===== config.mk =====
export PLATFORM = sky130hd
export DESIGN_NAME = cpm_top
export DESIGN_NICKNAME = d
export VERILOG_FILES = /design/src/rtl/cpm_top.v
export VERILOG_INCLUDE_DIRS = /design/src /design/src/rtl
export SDC_FILE = /design/constraint.sdc
export NUM_CORES = 2
export LEC_CHECK = 0
export BUFFER_PORTS_ARGS = -buffer_cell sky130_fd_sc_hd__buf_2
export CELL_PAD_IN_SITES_DETAIL_PLACEMENT = 1
export CELL_PAD_IN_SITES_GLOBAL_PLACEMENT = 1
export CORE_MARGIN = 2
export CORE_UTILIZATION = 49
export DETAILED_ROUTE_END_ITERATION = 10
export PLACE_DENSITY = 0.93
export SYNTH_ARGS = -nofsm -noshare
export SYNTH_HDL_FRONTEND = slang
export SYNTH_SLANG_ARGS = --single-unit

===== constraint.sdc =====
create_clock -name i_sys_clk -period 12.7 [get_ports i_sys_clk]
set_clock_uncertainty 0.1 [all_clocks]
set_input_delay 0.635 -clock i_sys_clk [delete_from_list [all_inputs] [get_ports i_sys_clk]]
set_output_delay 0.635 -clock i_sys_clk [all_outputs]
set_load 0.1 [all_outputs]

===== src/rtl/cpm_map.vh =====
// Purpose: Register indices, field positions, codes and reset values of the motion block.
// Assumes: Included by cpm_top.v and by the simulation checker and bench.
// Notes: Word registers sit at register indices on the plain register port.
`ifndef CPM_MAP_VH
`define CPM_MAP_VH
`define CPM_A_FACTOR 4'h0
`define CPM_A_SPEED 4'h1
`define CPM_A_DIST 4'h2
`define CPM_A_START 4'h3
`define CPM_A_PAUSE 4'h4
`define CPM_A_DEV 4'h5
`define CPM_A_RESULT 4'h6
`define CPM_A_SELECT 4'h7
`define CPM_A_REF_LO 4'h8
`define CPM_A_REF_HI 4'h9
`define CPM_A_MPOS_LO 4'ha
`define CPM_A_MPOS_HI 4'hb
`define CPM_A_INC_LO 4'hc
`define CPM_A_INC_HI 4'hd
`define CPM_A_CMD 4'he
`define CPM_A_MODE 4'hf
`define CPM_B_PROF 0
`define CPM_B_JOGF 1
`define CPM_B_JOGR 2
`define CPM_B_WIRE 3
`define CPM_B_DIR 4
`define CPM_B_SERR 5
`define CPM_B_FFWD 6
`define CPM_B_BUSY 7
`define CPM_B_PSTART 8
`define CPM_B_PULSE 9
`define CPM_B_RST1 10
`define CPM_B_RST2 11
`define CPM_B_RST3 12
`define CPM_B_REFSW 13
`define CPM_MODE_COMM 16'h0008
`define CPM_MODE_POS 16'h0009
`define CPM_MODE_RST 16'h0000
`define CPM_RST_MANUAL 16'h0064
`define CPM_RST_PSPEED 16'h03e8
`define CPM_RST_DIST 16'h001e
`define CPM_RST_START 16'h0001
`define CPM_RST_PAUSE 16'h0001
`define CPM_RST_WINDOW 16'h0064
`define CPM_RST_GAIN 16'h0064
`define CPM_RST_ACCEL 16'h0002
`define CPM_GAIN_MAX 16'h7d00
`define CPM_ACC_MIN 16'h0002
`define CPM_ACC_MAX 16'h7530
`define CPM_ERR_NONE 16'h0000
`define CPM_ERR_NOTRUN 16'h0001
`define CPM_ERR_PHASE 16'h0002
`define CPM_ERR_POLES 16'h0003
`define CPM_ERR_RESOLVER 16'h0004
`define CPM_ERR_DELAY 16'h0005
`define CPM_ERR_ABORT 16'h0063
`define CPM_STEPS_REV 32'h0000_1000
`define CPM_SP_FULL_POS 16'h0001
`define CPM_SP_HALF_POS 16'h0002
`define CPM_SP_FULL_NEG 16'h0003
`define CPM_TENTH_NS 100000000
`define CPM_MS_NS 1000000
`define CPM_CLK_NS 4
`endif


===== src/rtl/cpm_top.v =====
// Purpose: Commissioning and positioner motion logic of a servo drive.
// Assumes: One 250 MHz clock; register port answers reads one cycle later.
// Notes: Speed outputs are signed rpm references for the speed loop.
// ----------------------------------------
// How it works
// ----------------------------------------
// How it works
// - Jog bits turn shaft at manual speed.
// - Wiring test runs, bit clears when done.
// - Wiring test results use fixed error codes.
// - Query selector picks diagnostic result word.
// - Starting point chooses first profile move.
// - Zero speed pause between profile moves.
// - Trapezoid at profile speed over distance.
// - Vibration test accumulates shaft vibration magnitude.
// - Positioner start moves by step count.
// - Direction bit picks sign, count positive.
// - Busy flag set; profile parameters locked.
// - Acceleration time sets positioning ramp.
// - Pulse input times factor adds to count.
// - Increment clear zeroes step count.
// - Servo error flag sticks above window.
// - Three position resets, only when idle.
// - Feed forward added only when enabled.
// - Proportional gain from gain parameter.
// - Mode select picks commissioning or positioning.
// - Mode drives reference only when switched.
`include "cpm_map.vh"
`timescale 1ns/1ps
`default_nettype none
module cpm_top #(
	parameter integer RAMP_DIV = 250,
	parameter integer WIRE_CYCLES = 1000
) (
	// Clock and reset
	input wire i_sys_clk,
	input wire i_rst_n,
	// Register port
	input wire [3:0] i_addr,
	input wire [15:0] i_wdata,
	input wire i_wr,
	input wire i_rd,
	output reg [15:0] o_rdata,
	// Motor side
	input wire [31:0] i_abs_shaft,
	input wire signed [31:0] i_motor_delta,
	input wire [15:0] i_vibration,
	input wire i_pulse,
	input wire [2:0] i_wire_fault,
	input wire i_hw_enable,
	input wire i_sw_enable,
	input wire [15:0] i_disable_delay,
	// Speed loop side
	output reg signed [15:0] o_speed_ref,
	output reg o_ref_valid,
	output reg signed [31:0] o_pos_ctrl
);
	localparam [2:0] S_IDLE = 3'd0;
	localparam [2:0] S_RUN = 3'd1;
	localparam [2:0] S_PAUSE = 3'd2;
	localparam [2:0] S_WIRE = 3'd3;
	localparam [2:0] S_POS = 3'd4;
	localparam integer TENTH_CYC = `CPM_TENTH_NS / `CPM_CLK_NS;
	localparam integer MS_CYC = `CPM_MS_NS / `CPM_CLK_NS;

	reg [15:0] factor_r, speed_r, dist_r, start_r, pause_r, dev_r, window_r, select_r;
	reg [15:0] result_r, werr_r;
	reg [31:0] ref_r, mpos_r, inc_r, vib_r, remain_r;
	reg [15:0] mode_r;
	reg [15:0] cmd_r, cmd_prev_r;
	reg [2:0] state_r;
	reg signed [15:0] prof_spd_r;
	reg dir_r, ph_r;
	reg [31:0] tick_r, pause_cnt_r;
	reg pulse_prev_r;
	reg [15:0] accel_r;

	wire is_comm = (mode_r == `CPM_MODE_COMM);
	wire is_pos = (mode_r == `CPM_MODE_POS);
	wire busy = (state_r == S_POS);
	wire [15:0] rise = cmd_r & ~cmd_prev_r;
	wire wr_cmd = i_wr && (i_addr == `CPM_A_CMD);
	wire pulse_edge = i_pulse && !pulse_prev_r;
	wire signed [31:0] pos_err = $signed(ref_r) - $signed(mpos_r);
	wire [31:0] abs_err = pos_err[31] ? (~pos_err + 32'h0000_0001) : pos_err;
	wire signed [31:0] gain_term = $signed({16'h0000, select_r}) * pos_err;
	wire [31:0] dist_steps = {16'h0000, dist_r} * `CPM_STEPS_REV;
	wire [47:0] pulse_prod = {16'h0000, inc_r} + {32'h0000_0000, factor_r};
	wire [15:0] accel_eff = (accel_r < `CPM_ACC_MIN) ? `CPM_ACC_MIN : accel_r;

	always @(posedge i_sys_clk) begin
		if (!i_rst_n) begin
			factor_r <= `CPM_RST_MANUAL;
			speed_r <= `CPM_RST_PSPEED;
			dist_r <= `CPM_RST_DIST;
			start_r <= `CPM_RST_START;
			pause_r <= `CPM_RST_PAUSE;
			dev_r <= 16'h0000;
			window_r <= `CPM_RST_WINDOW;
			select_r <= 16'h0000;
			werr_r <= `CPM_ERR_NOTRUN;
			ref_r <= 32'h0000_0000;
			mpos_r <= 32'h0000_0000;
			inc_r <= 32'h0000_0000;
			vib_r <= 32'h0000_0000;
			remain_r <= 32'h0000_0000;
			mode_r <= `CPM_MODE_RST;
			cmd_r <= 16'h0000;
			cmd_prev_r <= 16'h0000;
			state_r <= S_IDLE;
			prof_spd_r <= 16'sh0000;
			dir_r <= 1'b0;
			ph_r <= 1'b0;
			tick_r <= 32'h0000_0000;
			pause_cnt_r <= 32'h0000_0000;
			pulse_prev_r <= 1'b0;
			accel_r <= `CPM_RST_ACCEL;
		end else begin
			cmd_prev_r <= cmd_r;
			pulse_prev_r <= i_pulse;
			mpos_r <= mpos_r + i_motor_delta;
			// ----------------------------------------
			// Register writes
			// ----------------------------------------
			// Profile words are frozen while a positioning move runs.
			if (i_wr && !busy) begin
				case (i_addr)
				`CPM_A_FACTOR: factor_r <= i_wdata;
				`CPM_A_SPEED: begin
					speed_r <= i_wdata;
					accel_r <= (i_wdata > `CPM_ACC_MAX) ? `CPM_ACC_MAX : i_wdata;
				end
				`CPM_A_DIST: dist_r <= i_wdata;
				`CPM_A_START: start_r <= i_wdata;
				`CPM_A_PAUSE: pause_r <= i_wdata;
				`CPM_A_RESULT: window_r <= i_wdata;
				`CPM_A_SELECT: select_r <= (is_pos && i_wdata > `CPM_GAIN_MAX) ?
					`CPM_GAIN_MAX : i_wdata;
				`CPM_A_REF_LO: ref_r[15:0] <= i_wdata;
				`CPM_A_REF_HI: ref_r[31:16] <= i_wdata;
				`CPM_A_MODE: mode_r <= i_wdata;
				default: ;
				endcase
			end
			if (wr_cmd) begin
				cmd_r <= i_wdata;
				cmd_r[`CPM_B_BUSY] <= busy;
				// Servo error sticks; software may only clear it, set wins.
				cmd_r[`CPM_B_SERR] <= cmd_r[`CPM_B_SERR] & i_wdata[`CPM_B_SERR];
			end
			if (is_pos && abs_err > {16'h0000, window_r})
				cmd_r[`CPM_B_SERR] <= 1'b1;
			// ----------------------------------------
			// Step count: writes, pulses, clear
			// ----------------------------------------
			if (i_wr && i_addr == `CPM_A_INC_LO)
				inc_r[15:0] <= i_wdata;
			else if (i_wr && i_addr == `CPM_A_INC_HI)
				inc_r[31:16] <= i_wdata;
			else if (is_pos && rise[`CPM_B_JOGR])
				inc_r <= 32'h0000_0000;
			else if (is_pos && cmd_r[`CPM_B_PULSE] && pulse_edge)
				inc_r <= pulse_prod[31:0];
			// ----------------------------------------
			// Vibration accumulator
			// ----------------------------------------
			if (i_wr && i_addr == `CPM_A_INC_LO && is_comm)
				vib_r <= {16'h0000, i_wdata};
			else if (is_comm && state_r == S_IDLE && cmd_r[`CPM_B_DIR] &&
				!cmd_r[`CPM_B_JOGF] && !cmd_r[`CPM_B_JOGR] && !cmd_r[`CPM_B_PROF])
				vib_r <= vib_r + {16'h0000, i_vibration};
			// ----------------------------------------
			// Position resets, idle only
			// ----------------------------------------
			if (is_pos && !busy) begin
				if (rise[`CPM_B_RST1]) begin
					mpos_r <= 32'h0000_0000;
					ref_r <= 32'h0000_0000;
				end else if (rise[`CPM_B_RST2]) begin
					mpos_r <= i_abs_shaft;
					ref_r <= i_abs_shaft;
				end else if (rise[`CPM_B_RST3]) begin
					ref_r <= mpos_r;
				end
			end
			// ----------------------------------------
			// Sequencer
			// ----------------------------------------
			case (state_r)
			S_IDLE: begin
				prof_spd_r <= 16'sh0000;
				tick_r <= 32'h0000_0000;
				if (is_comm && rise[`CPM_B_WIRE]) begin
					state_r <= S_WIRE;
				end else if (is_comm && rise[`CPM_B_PROF]) begin
					state_r <= S_RUN;
					ph_r <= 1'b0;
					dir_r <= (start_r == `CPM_SP_FULL_NEG);
					remain_r <= (start_r == `CPM_SP_HALF_POS) ? {1'b0, dist_steps[31:1]} :
						dist_steps;
				end else if (is_pos && rise[`CPM_B_PSTART]) begin
					state_r <= S_POS;
					remain_r <= inc_r;
					dir_r <= cmd_r[`CPM_B_DIR];
				end
			end
			S_WIRE: begin
				tick_r <= tick_r + 32'h0000_0001;
				if (!is_comm) begin
					werr_r <= `CPM_ERR_ABORT;
					cmd_r[`CPM_B_WIRE] <= 1'b0;
					state_r <= S_IDLE;
				end else if (tick_r == WIRE_CYCLES) begin
					if (i_disable_delay != 16'h0000)
						werr_r <= `CPM_ERR_DELAY;
					else if (i_sw_enable || !i_hw_enable)
						werr_r <= `CPM_ERR_NOTRUN;
					else
						werr_r <= {13'h0000, i_wire_fault};
					cmd_r[`CPM_B_WIRE] <= 1'b0;
					state_r <= S_IDLE;
				end
			end
			S_RUN, S_POS: begin
				// Trapezoid: ramp one rpm per divided tick, brake when near the end.
				tick_r <= tick_r + 32'h0000_0001;
				if (!(is_comm || is_pos) || (state_r == S_RUN && !cmd_r[`CPM_B_PROF])) begin
					state_r <= S_IDLE;
				end else if (remain_r == 32'h0000_0000) begin
					if (state_r == S_POS) begin
						state_r <= S_IDLE;
					end else begin
						state_r <= S_PAUSE;
						pause_cnt_r <= 32'h0000_0000;
					end
				end else begin
					remain_r <= (remain_r > {26'h0, prof_spd_r[15:10]} + 32'h1) ?
						remain_r - {26'h0, prof_spd_r[15:10]} - 32'h1 : 32'h0;
					if (tick_r >= (state_r == S_POS ? accel_eff * RAMP_DIV : RAMP_DIV)) begin
						tick_r <= 32'h0000_0000;
						if ({16'h0, prof_spd_r} * 32'd8 > remain_r && prof_spd_r != 0)
							prof_spd_r <= prof_spd_r - 16'sh0001;
						else if (prof_spd_r < $signed(state_r == S_POS ? dist_r : speed_r))
							prof_spd_r <= prof_spd_r + 16'sh0001;
					end
				end
				if (state_r == S_POS && remain_r != 0)
					ref_r <= dir_r ? ref_r - 32'h1 : ref_r + 32'h1;
				cmd_r[`CPM_B_BUSY] <= (state_r == S_POS);
			end
			S_PAUSE: begin
				prof_spd_r <= 16'sh0000;
				pause_cnt_r <= pause_cnt_r + 32'h0000_0001;
				if (!cmd_r[`CPM_B_PROF] || !is_comm) begin
					state_r <= S_IDLE;
				end else if (pause_cnt_r >= {16'h0000, pause_r} * TENTH_CYC) begin
					state_r <= S_RUN;
					dir_r <= ~dir_r;
					ph_r <= ~ph_r;
					remain_r <= dist_steps;
				end
			end
			default: state_r <= S_IDLE;
			endcase
			if (state_r == S_POS && remain_r == 32'h0000_0000)
				cmd_r[`CPM_B_BUSY] <= 1'b0;
			dev_r <= abs_err[15:0];
		end
	end

	// ----------------------------------------
	// Query mux, read port and speed reference
	// ----------------------------------------
	always @* begin
		case (select_r)
		16'h0000: result_r = werr_r;
		16'h0001: result_r = mpos_r[15:0];
		16'h0002: result_r = i_abs_shaft[15:0];
		default: result_r = 16'h0000;
		endcase
	end

	always @(posedge i_sys_clk) begin
		if (!i_rst_n) begin
			o_rdata <= 16'h0000;
			o_speed_ref <= 16'sh0000;
			o_ref_valid <= 1'b0;
			o_pos_ctrl <= 32'h0000_0000;
		end else begin
			o_rdata <= 16'h0000;
			if (i_rd) begin
				case (i_addr)
				`CPM_A_FACTOR: o_rdata <= factor_r;
				`CPM_A_SPEED: o_rdata <= speed_r;
				`CPM_A_DIST: o_rdata <= dist_r;
				`CPM_A_START: o_rdata <= start_r;
				`CPM_A_PAUSE: o_rdata <= pause_r;
				`CPM_A_DEV: o_rdata <= dev_r;
				`CPM_A_RESULT: o_rdata <= is_comm ? result_r : window_r;
				`CPM_A_SELECT: o_rdata <= select_r;
				`CPM_A_REF_LO: o_rdata <= ref_r[15:0];
				`CPM_A_REF_HI: o_rdata <= ref_r[31:16];
				`CPM_A_MPOS_LO: o_rdata <= mpos_r[15:0];
				`CPM_A_MPOS_HI: o_rdata <= mpos_r[31:16];
				`CPM_A_INC_LO: o_rdata <= is_comm ? vib_r[15:0] : inc_r[15:0];
				`CPM_A_INC_HI: o_rdata <= is_comm ? vib_r[31:16] : inc_r[31:16];
				`CPM_A_CMD: o_rdata <= cmd_r;
				default: o_rdata <= mode_r;
				endcase
			end
			o_ref_valid <= cmd_r[`CPM_B_REFSW] && (is_comm || is_pos);
			if (!cmd_r[`CPM_B_REFSW])
				o_speed_ref <= 16'sh0000;
			else if (state_r == S_RUN || state_r == S_POS || state_r == S_PAUSE)
				o_speed_ref <= dir_r ? -prof_spd_r : prof_spd_r;
			else if (is_comm && cmd_r[`CPM_B_JOGF] && !cmd_r[`CPM_B_PROF])
				o_speed_ref <= $signed(factor_r);
			else if (is_comm && cmd_r[`CPM_B_JOGR] && !cmd_r[`CPM_B_PROF])
				o_speed_ref <= -$signed(factor_r);
			else
				o_speed_ref <= 16'sh0000;
			o_pos_ctrl <= cmd_r[`CPM_B_FFWD] ?
				gain_term + {{16{prof_spd_r[15]}}, prof_spd_r} : gain_term;
		end
	end
endmodule
`default_nettype wire


## Word level (Yosys, flattened, before mapping)

Cells that the tools add are included.

| word-level totals | value |
|---|---|
| ROM bits | 0 |
| bits in writable memories | 0 |
| bits in latches | 0 |
| output and inout port bits | 65 |
| memories | 0 |
| input port bits | 126 |
| bits in registers | 515 |

| operators by class | value |
|---|---|
| shift operators | 0 |
| add/sub/neg operators | 17 |
| reductions and logical operators | 82 |
| muxes and demuxes | 87 |
| div/mod/pow operators | 0 |
| equality and inequality tests | 42 |
| $lt $le $gt $ge | 9 |
| multiply operators | 3 |
| bitwise operators | 7 |

Operators with widths:

| operator | count |
|---|---|
| 32-bit two-way mux | 29 |
| 16-bit two-way mux | 25 |
| 16-bit one-hot mux with 15 select lines | 1 |
| 32-bit one-hot mux with 3 select lines | 2 |
| 32-bit by 1-bit adder with 32-bit output (second input constant) | 4 |
| 32-bit by 16-bit adder with 32-bit output | 2 |
| 32-bit adder | 2 |
| 32-bit one-hot mux with 2 select lines | 1 |
| 32-bit nonzero test | 2 |
| 32-bit by 1-bit subtractor with 32-bit output (second input constant) | 2 |
| 16-bit by 2-bit equality test with 1-bit output (second input constant) | 3 |
| 16-bit one-hot mux with 3 select lines | 1 |
| 3-bit two-way mux | 11 |
| 16-bit by 4-bit equality test with 1-bit output (second input constant) | 2 |
| 32-bit by 10-bit equality test with 1-bit output (second input constant) | 1 |
| 4-bit equality test (second input constant) | 8 |
| 32-bit by 24-bit greater-or-equal comparator with 1-bit output | 1 |
| 32-bit greater-or-equal comparator | 1 |
| 16-bit by 15-bit > comparator with 1-bit output (second input constant) | 2 |
| 19-bit by 32-bit > comparator with 1-bit output | 1 |
| 32-bit by 16-bit > comparator with 1-bit output | 1 |
| 32-bit by 7-bit > comparator with 1-bit output | 1 |
| 32-bit logical NOT | 1 |
| 17-bit by 32-bit multiplier with 32-bit output | 1 |
| other kinds (49) | 142 |

## Logic depth before layout (Yosys ltp)

| depth | value |
|---|---|
| depth after elaboration | 10 |
| mapped depth | 46 |

## Worst setup path after synthesis

OpenSTA, ideal clock, no wires.

| path | value |
|---|---|
| path type | flip-flop to flip-flop |
| start | register ref_r[0] |
| end | register o_pos_ctrl[31] |
| data arrival time | 9.497 ns |
| setup time | 0.128 ns |
| path slack | 2.975 ns |
| data required time | 12.472 ns |
| path buffers | 2 |
| period minus slack after synthesis | 9.725 ns |
| cell stages (with the launch flop) | 45 |
| cell sequence | dfxtp_1 inv_1 ha_1 inv_1 fa_1 a211oi_1 o21ai_1 a21oi_2 o21ai_0 xnor2_1 clkbuf_1 buf_1 nand2_1 fa_1 fa_1 fa_1 inv_1 fa_1 [9 not listed] a221o_1 a211oi_1 o21bai_1 a21oi_1 xnor2_1 ha_1 o21ai_0 nand2b_1 nand3_1 a21oi_1 a21oi_1 o21ai_0 a21o_1 a21oi_1 xnor2_1 nand2_1 xnor2_1 nor2_1 |

| between the ends | value |
|---|---|
| longest elaborated chain between the ends | 4 |

Ends and longest elaborated chain:

| what | line | RTL |
|---|---|---|
| from (decl) | cpm_top.v:68 | `reg [31:0] ref_r, mpos_r, inc_r, vib_r, remain_r;` |
| from (signal assigned) | cpm_top.v:139 | `` `CPM_A_REF_LO: ref_r[15:0] <= i_wdata; `` |
| from (signal assigned) | cpm_top.v:181 | `ref_r <= i_abs_shaft;` |
| from (signal assigned) | cpm_top.v:183 | `ref_r <= mpos_r;` |
| 32-bit subtractor (*) | cpm_top.v:84 | `wire signed [31:0] pos_err = $signed(ref_r) - $signed(mpos_r);` |
| 17-bit by 32-bit multiplier with 32-bit output (*) | cpm_top.v:86 | `wire signed [31:0] gain_term = $signed({16'h0000, select_r}) * pos_err;` |
| 32-bit adder | cpm_top.v:323 | `gain_term + {{16{prof_spd_r[15]}}, prof_spd_r} : gain_term;` |
| 32-bit two-way mux (*) | cpm_top.v:322 | `` o_pos_ctrl <= cmd_r[`CPM_B_FFWD] ? `` |
| to (signal assigned) | cpm_top.v:322 |  |
| to (decl) | cpm_top.v:56 | `output reg signed [31:0] o_pos_ctrl` |

Mark *: on every way between the ends. The rest lies on a longest branch, timed or not.
A chain may end at the register's enable or synchronous reset.

## Worst setup path after layout

| path | value |
|---|---|
| start | register mpos_r[0] |
| end | register o_pos_ctrl[31] |

| between the ends | value |
|---|---|
| longest elaborated chain between the ends | 4 |

Ends and longest elaborated chain:

| what | line | RTL |
|---|---|---|
| from (decl) | cpm_top.v:68 |  |
| from (signal assigned) | cpm_top.v:121 | `mpos_r <= mpos_r + i_motor_delta;` |
| from (signal assigned) | cpm_top.v:180 | `mpos_r <= i_abs_shaft;` |
| 32-bit subtractor (*) | cpm_top.v:84 |  |
| 17-bit by 32-bit multiplier with 32-bit output (*) | cpm_top.v:86 |  |
| 32-bit adder | cpm_top.v:323 |  |
| 32-bit two-way mux (*) | cpm_top.v:322 |  |

Marks and branches as above.

==> implementation parameters <==
Parameter                              Value

Global route
  Global routing usage summed across all routing layers    0.410
  Global-route wire length before repair    347 mm
  Antenna violations before repair    19
  Largest net degree at the start of global routing    169
  Grt total ovfl    0
  Via count of the first global-routing pass    57,176

CTS
  Sink count of the clock tree    497
  Clock Latency Late Sink    0.71 ns
  CTS tree    yes
  Total CTS buffers    59
  Cell at the root of the clock tree    sky130_fd_sc_hd__clkbuf_16
  Buffers from clock root to sink, at most    3
  H-tree level count    2
  Resized cells post-CTS    0
  Postcts setup bufs    0
  Clock transition at the registers of the reported paths    0.07 ns
  Hold-fix buffer count after cts    0

Worst setup path
  Worst reg2reg endpoint    o_pos_ctrl[31]$_SDFF_PN0_
  Slowest cell on crit path    sky130_fd_sc_hd__xnor2_1
  Setup Crit Path Kind    reg -> reg
  Required time of the critical path    13.14 ns
  CP arrival    12.02 ns
  Launching element type of the critical path    flop
  Beginning of the critical path    mpos_r[0]$_SDFF_PN0_
  FF-to-FF Start    mpos_r[0]$_SDFF_PN0_
  Most repeated library cell on the critical path    sky130_fd_sc_hd__fa_1
  Critical path buffers and inverters    4
  Worst Path Max Fanout    7
  Cell class contributing the biggest share of worst-path delay    adder cells
  Crit path largest cell delay    0.67 ns
  CP endpoint kind    flop
  Slack of the worst reg-to-reg path    1.12 ns
  Cell count of the worst reg-to-reg path    41

Status
  Result of the run    complete, but fails checks
  Violated checks    design-rule violations

Synth
  Top_reg_cell synth    sky130_fd_sc_hd__dfxtp_1
  Number of different library cells in the post-synthesis netlist    88
  Post-Synthesis Net Count    7,611
  Number of synthesized register bits    497
  Cell count after synthesis    6,526
  Mean instance size in the synthesized netlist    8.08 um^2
  Number of flops mapped to enable cells by yosys    0
  Post-synth ARST share    0
  Yosys warning count    0
  Synth Cell Area    52,700 um^2
  Sequential element share of the synthesized area    0.189

Floorplanning
  Vert. Die Dim    332 um
  Number of core rows    120
  Floorplan die area    110,000 um^2
  Die Width    332 um
  I/O pin total    191
  Core Footprint    107,000 um^2
  Starting density of the core    0.493

Power and ir drop
  Leakage power    0.0255 uW
  Maximum ir drop on the vdd rail    0.122 mV
  Total power per unit cell area    115 nW/um^2
  Final total power    6590 uW

Drt
  Detailed router's first-iteration violation count    4,892
  DR vias    52,866
  Sum of routed wire length over all layers    230 mm
  Post-route antenna net violation count    0
  Detailed-router iteration count before antenna repair    11
  Routed WL per cell    28.7 um
  Average via count per standard cell    6.59
  # DRC    1

Hold path
  Endpoint of the worst hold path    mpos_r[29]$_SDFF_PN0_
  Type of the tightest min-delay check    in -> reg
  Hold Path Cell Cnt    3
  Min-Delay Startpoint    i_abs_shaft[29]

Final layout
  Area of all placed cells without fillers    57,100 um^2
  Multi-input logic area    38,700 um^2
  Area used by sequential logic in the layout    9950 um^2
  Post-route core utilization    0.534
  Net total in the final layout    7,640
  Filler instances    12,940
  Relative area change from synthesis to final layout    8.35%
  Share of cells above drive strength 1    0.0721

Timing
  Headroom to the max-slew limit    0.0538
  Tcrit/Tclk final    0.912
  Shortest period the worst path allows    11.58 ns
  Pins Over Slew Limit    0
  Worst hold slack after final layout    0.136 ns
  RSZ-0062 raised after global routing    false
  Slew at the pin with the worst max-slew slack    1.41 ns
  Fmax    86.4 MHz
  Total of endpoints with negative setup slack in the final report    0
  Setup total negative slack    0 ns
  Number of hold-slack violations in the final timing report    0

Placed design
  Post-DP HPWL    171 mm
  DP Area    55,100 um^2
  Number of buffer cells added on primary ports    190
  RePlAce Congestion    1.07

Run
  Max capacitance violation total    0
==> worst max path at each step <==
stage          cells after the start                   endpoint
2_1_floorplan                     44  o_pos_ctrl[31]$_SDFF_PN0_
4_1_cts                           41  o_pos_ctrl[31]$_SDFF_PN0_
3_3_place_gp                      41  o_pos_ctrl[31]$_SDFF_PN0_
3_5_place_dp                      41  o_pos_ctrl[31]$_SDFF_PN0_
6_report                          41  o_pos_ctrl[31]$_SDFF_PN0_
5_1_grt                           41  o_pos_ctrl[31]$_SDFF_PN0_
==> power by group <==
group	switching (uW)	internal, uW	total [uW]	leakage, uW
combinational	1980	984	2970	0.0206
sequential	198	1660	1860	0.00403
clock	795	974	1770	0.000942
total	2980	3620	6590	0.0255
==> layout by cell type (no fill, tap or decap), types with 182 or more instances in the layout <==
master / n
sky130_fd_sc_hd__ha_1: 502
sky130_fd_sc_hd__buf_2: 189
sky130_fd_sc_hd__o21ai_0: 219
sky130_fd_sc_hd__nand2_1: 836
sky130_fd_sc_hd__inv_1: 769
sky130_fd_sc_hd__and2_1: 182
sky130_fd_sc_hd__fa_1: 457
sky130_fd_sc_hd__dfxtp_1: 494
sky130_fd_sc_hd__xnor2_1: 225
sky130_fd_sc_hd__nor2_1: 424
sky130_fd_sc_hd__a21oi_1: 503
==> stage by stage <==
step                      cells  worst slack, ns
after floorplan            6526             2.97
after global placement     7897             2.10
after detailed placement   7897             1.57
after CTS                  8006             1.35
after global routing       8010            0.575
final                      8024             1.12
==> area by class of cell <==
class | count | area share
tap | 1403 | 0.0307
clock inverter | 31 | 0.00471
timing repair buffer | 298 | 0.0311
sequential | 497 | 0.174
clock buffer | 78 | 0.0294
antenna | 18 | 0.000789
inverter | 770 | 0.0507
multi-input combinational | 4929 | 0.678
==> worst register-to-register path: cells and delay by family (launching register included) <==
family	cells	cell delay (ns)
AO/OA/AOI/OAI	18	4.17
XOR/XNOR	4	1.24
adder cells (fa/ha/maj)	10	4.71
buffers and inverters	4	0.28
flip-flops	1	0.45
AND/OR/NAND/NOR	5	0.52
==> synth_stat cells, types with 95 or more instances <==
cell type,n,area share
sky130_fd_sc_hd__a21o_1,103,0.015
sky130_fd_sc_hd__a21oi_1,504,0.048
sky130_fd_sc_hd__a22oi_1,131,0.019
sky130_fd_sc_hd__and2_1,182,0.022
sky130_fd_sc_hd__clkbuf_1,306,0.022
sky130_fd_sc_hd__dfxtp_1,497,0.19
sky130_fd_sc_hd__fa_1,457,0.17
sky130_fd_sc_hd__ha_1,502,0.12
sky130_fd_sc_hd__inv_1,769,0.055
sky130_fd_sc_hd__nand2_1,836,0.060
sky130_fd_sc_hd__nand3_1,132,0.013
sky130_fd_sc_hd__nor2_1,429,0.031
sky130_fd_sc_hd__nor3_1,95,0.0090
sky130_fd_sc_hd__o21ai_0,221,0.021
sky130_fd_sc_hd__xnor2_1,225,0.037
sky130_fd_sc_hd__xor2_1,134,0.022
==> registers in the layout, summed over array words and instances, names as in the netlist, 7 cells and up <==
name and count:
prof_spd_r 16, cmd_prev_r 7, tick_r 32, remain_r 32, speed_r 16, mode_r 16, o_pos_ctrl 32, select_r 16
vib_r 32, o_rdata 16, factor_r 16, ref_r 32, o_speed_ref 16, cmd_r 16, start_r 16, accel_r 16
window_r 16, mpos_r 32, dev_r 16, dist_r 16, pause_cnt_r 32, pause_r 16, inc_r 32
==> routing by layer <==
metal / wire length [um] / up-vias / global-route usage
met3: 23600 / 1447 / 0.119
met4: 25200 / 12 / 0.368
met1: 77400 / 26075 / 0.437
met2: 104000 / 3168 / 0.660
met5: 62 / - / 0.00782
li1: - / 22164 / -
==> cell families after synthesis <==
family          after synthesis  synth area share
simple gates               2069             0.183
xor+xnor                    365            0.0621
buf+inv                    1100            0.0786
fa+ha+maj                   959             0.293
flops                       497             0.189
compound gates             1440             0.176
mux                          96            0.0183
Note: power is estimated with default switching activity, not from simulation.
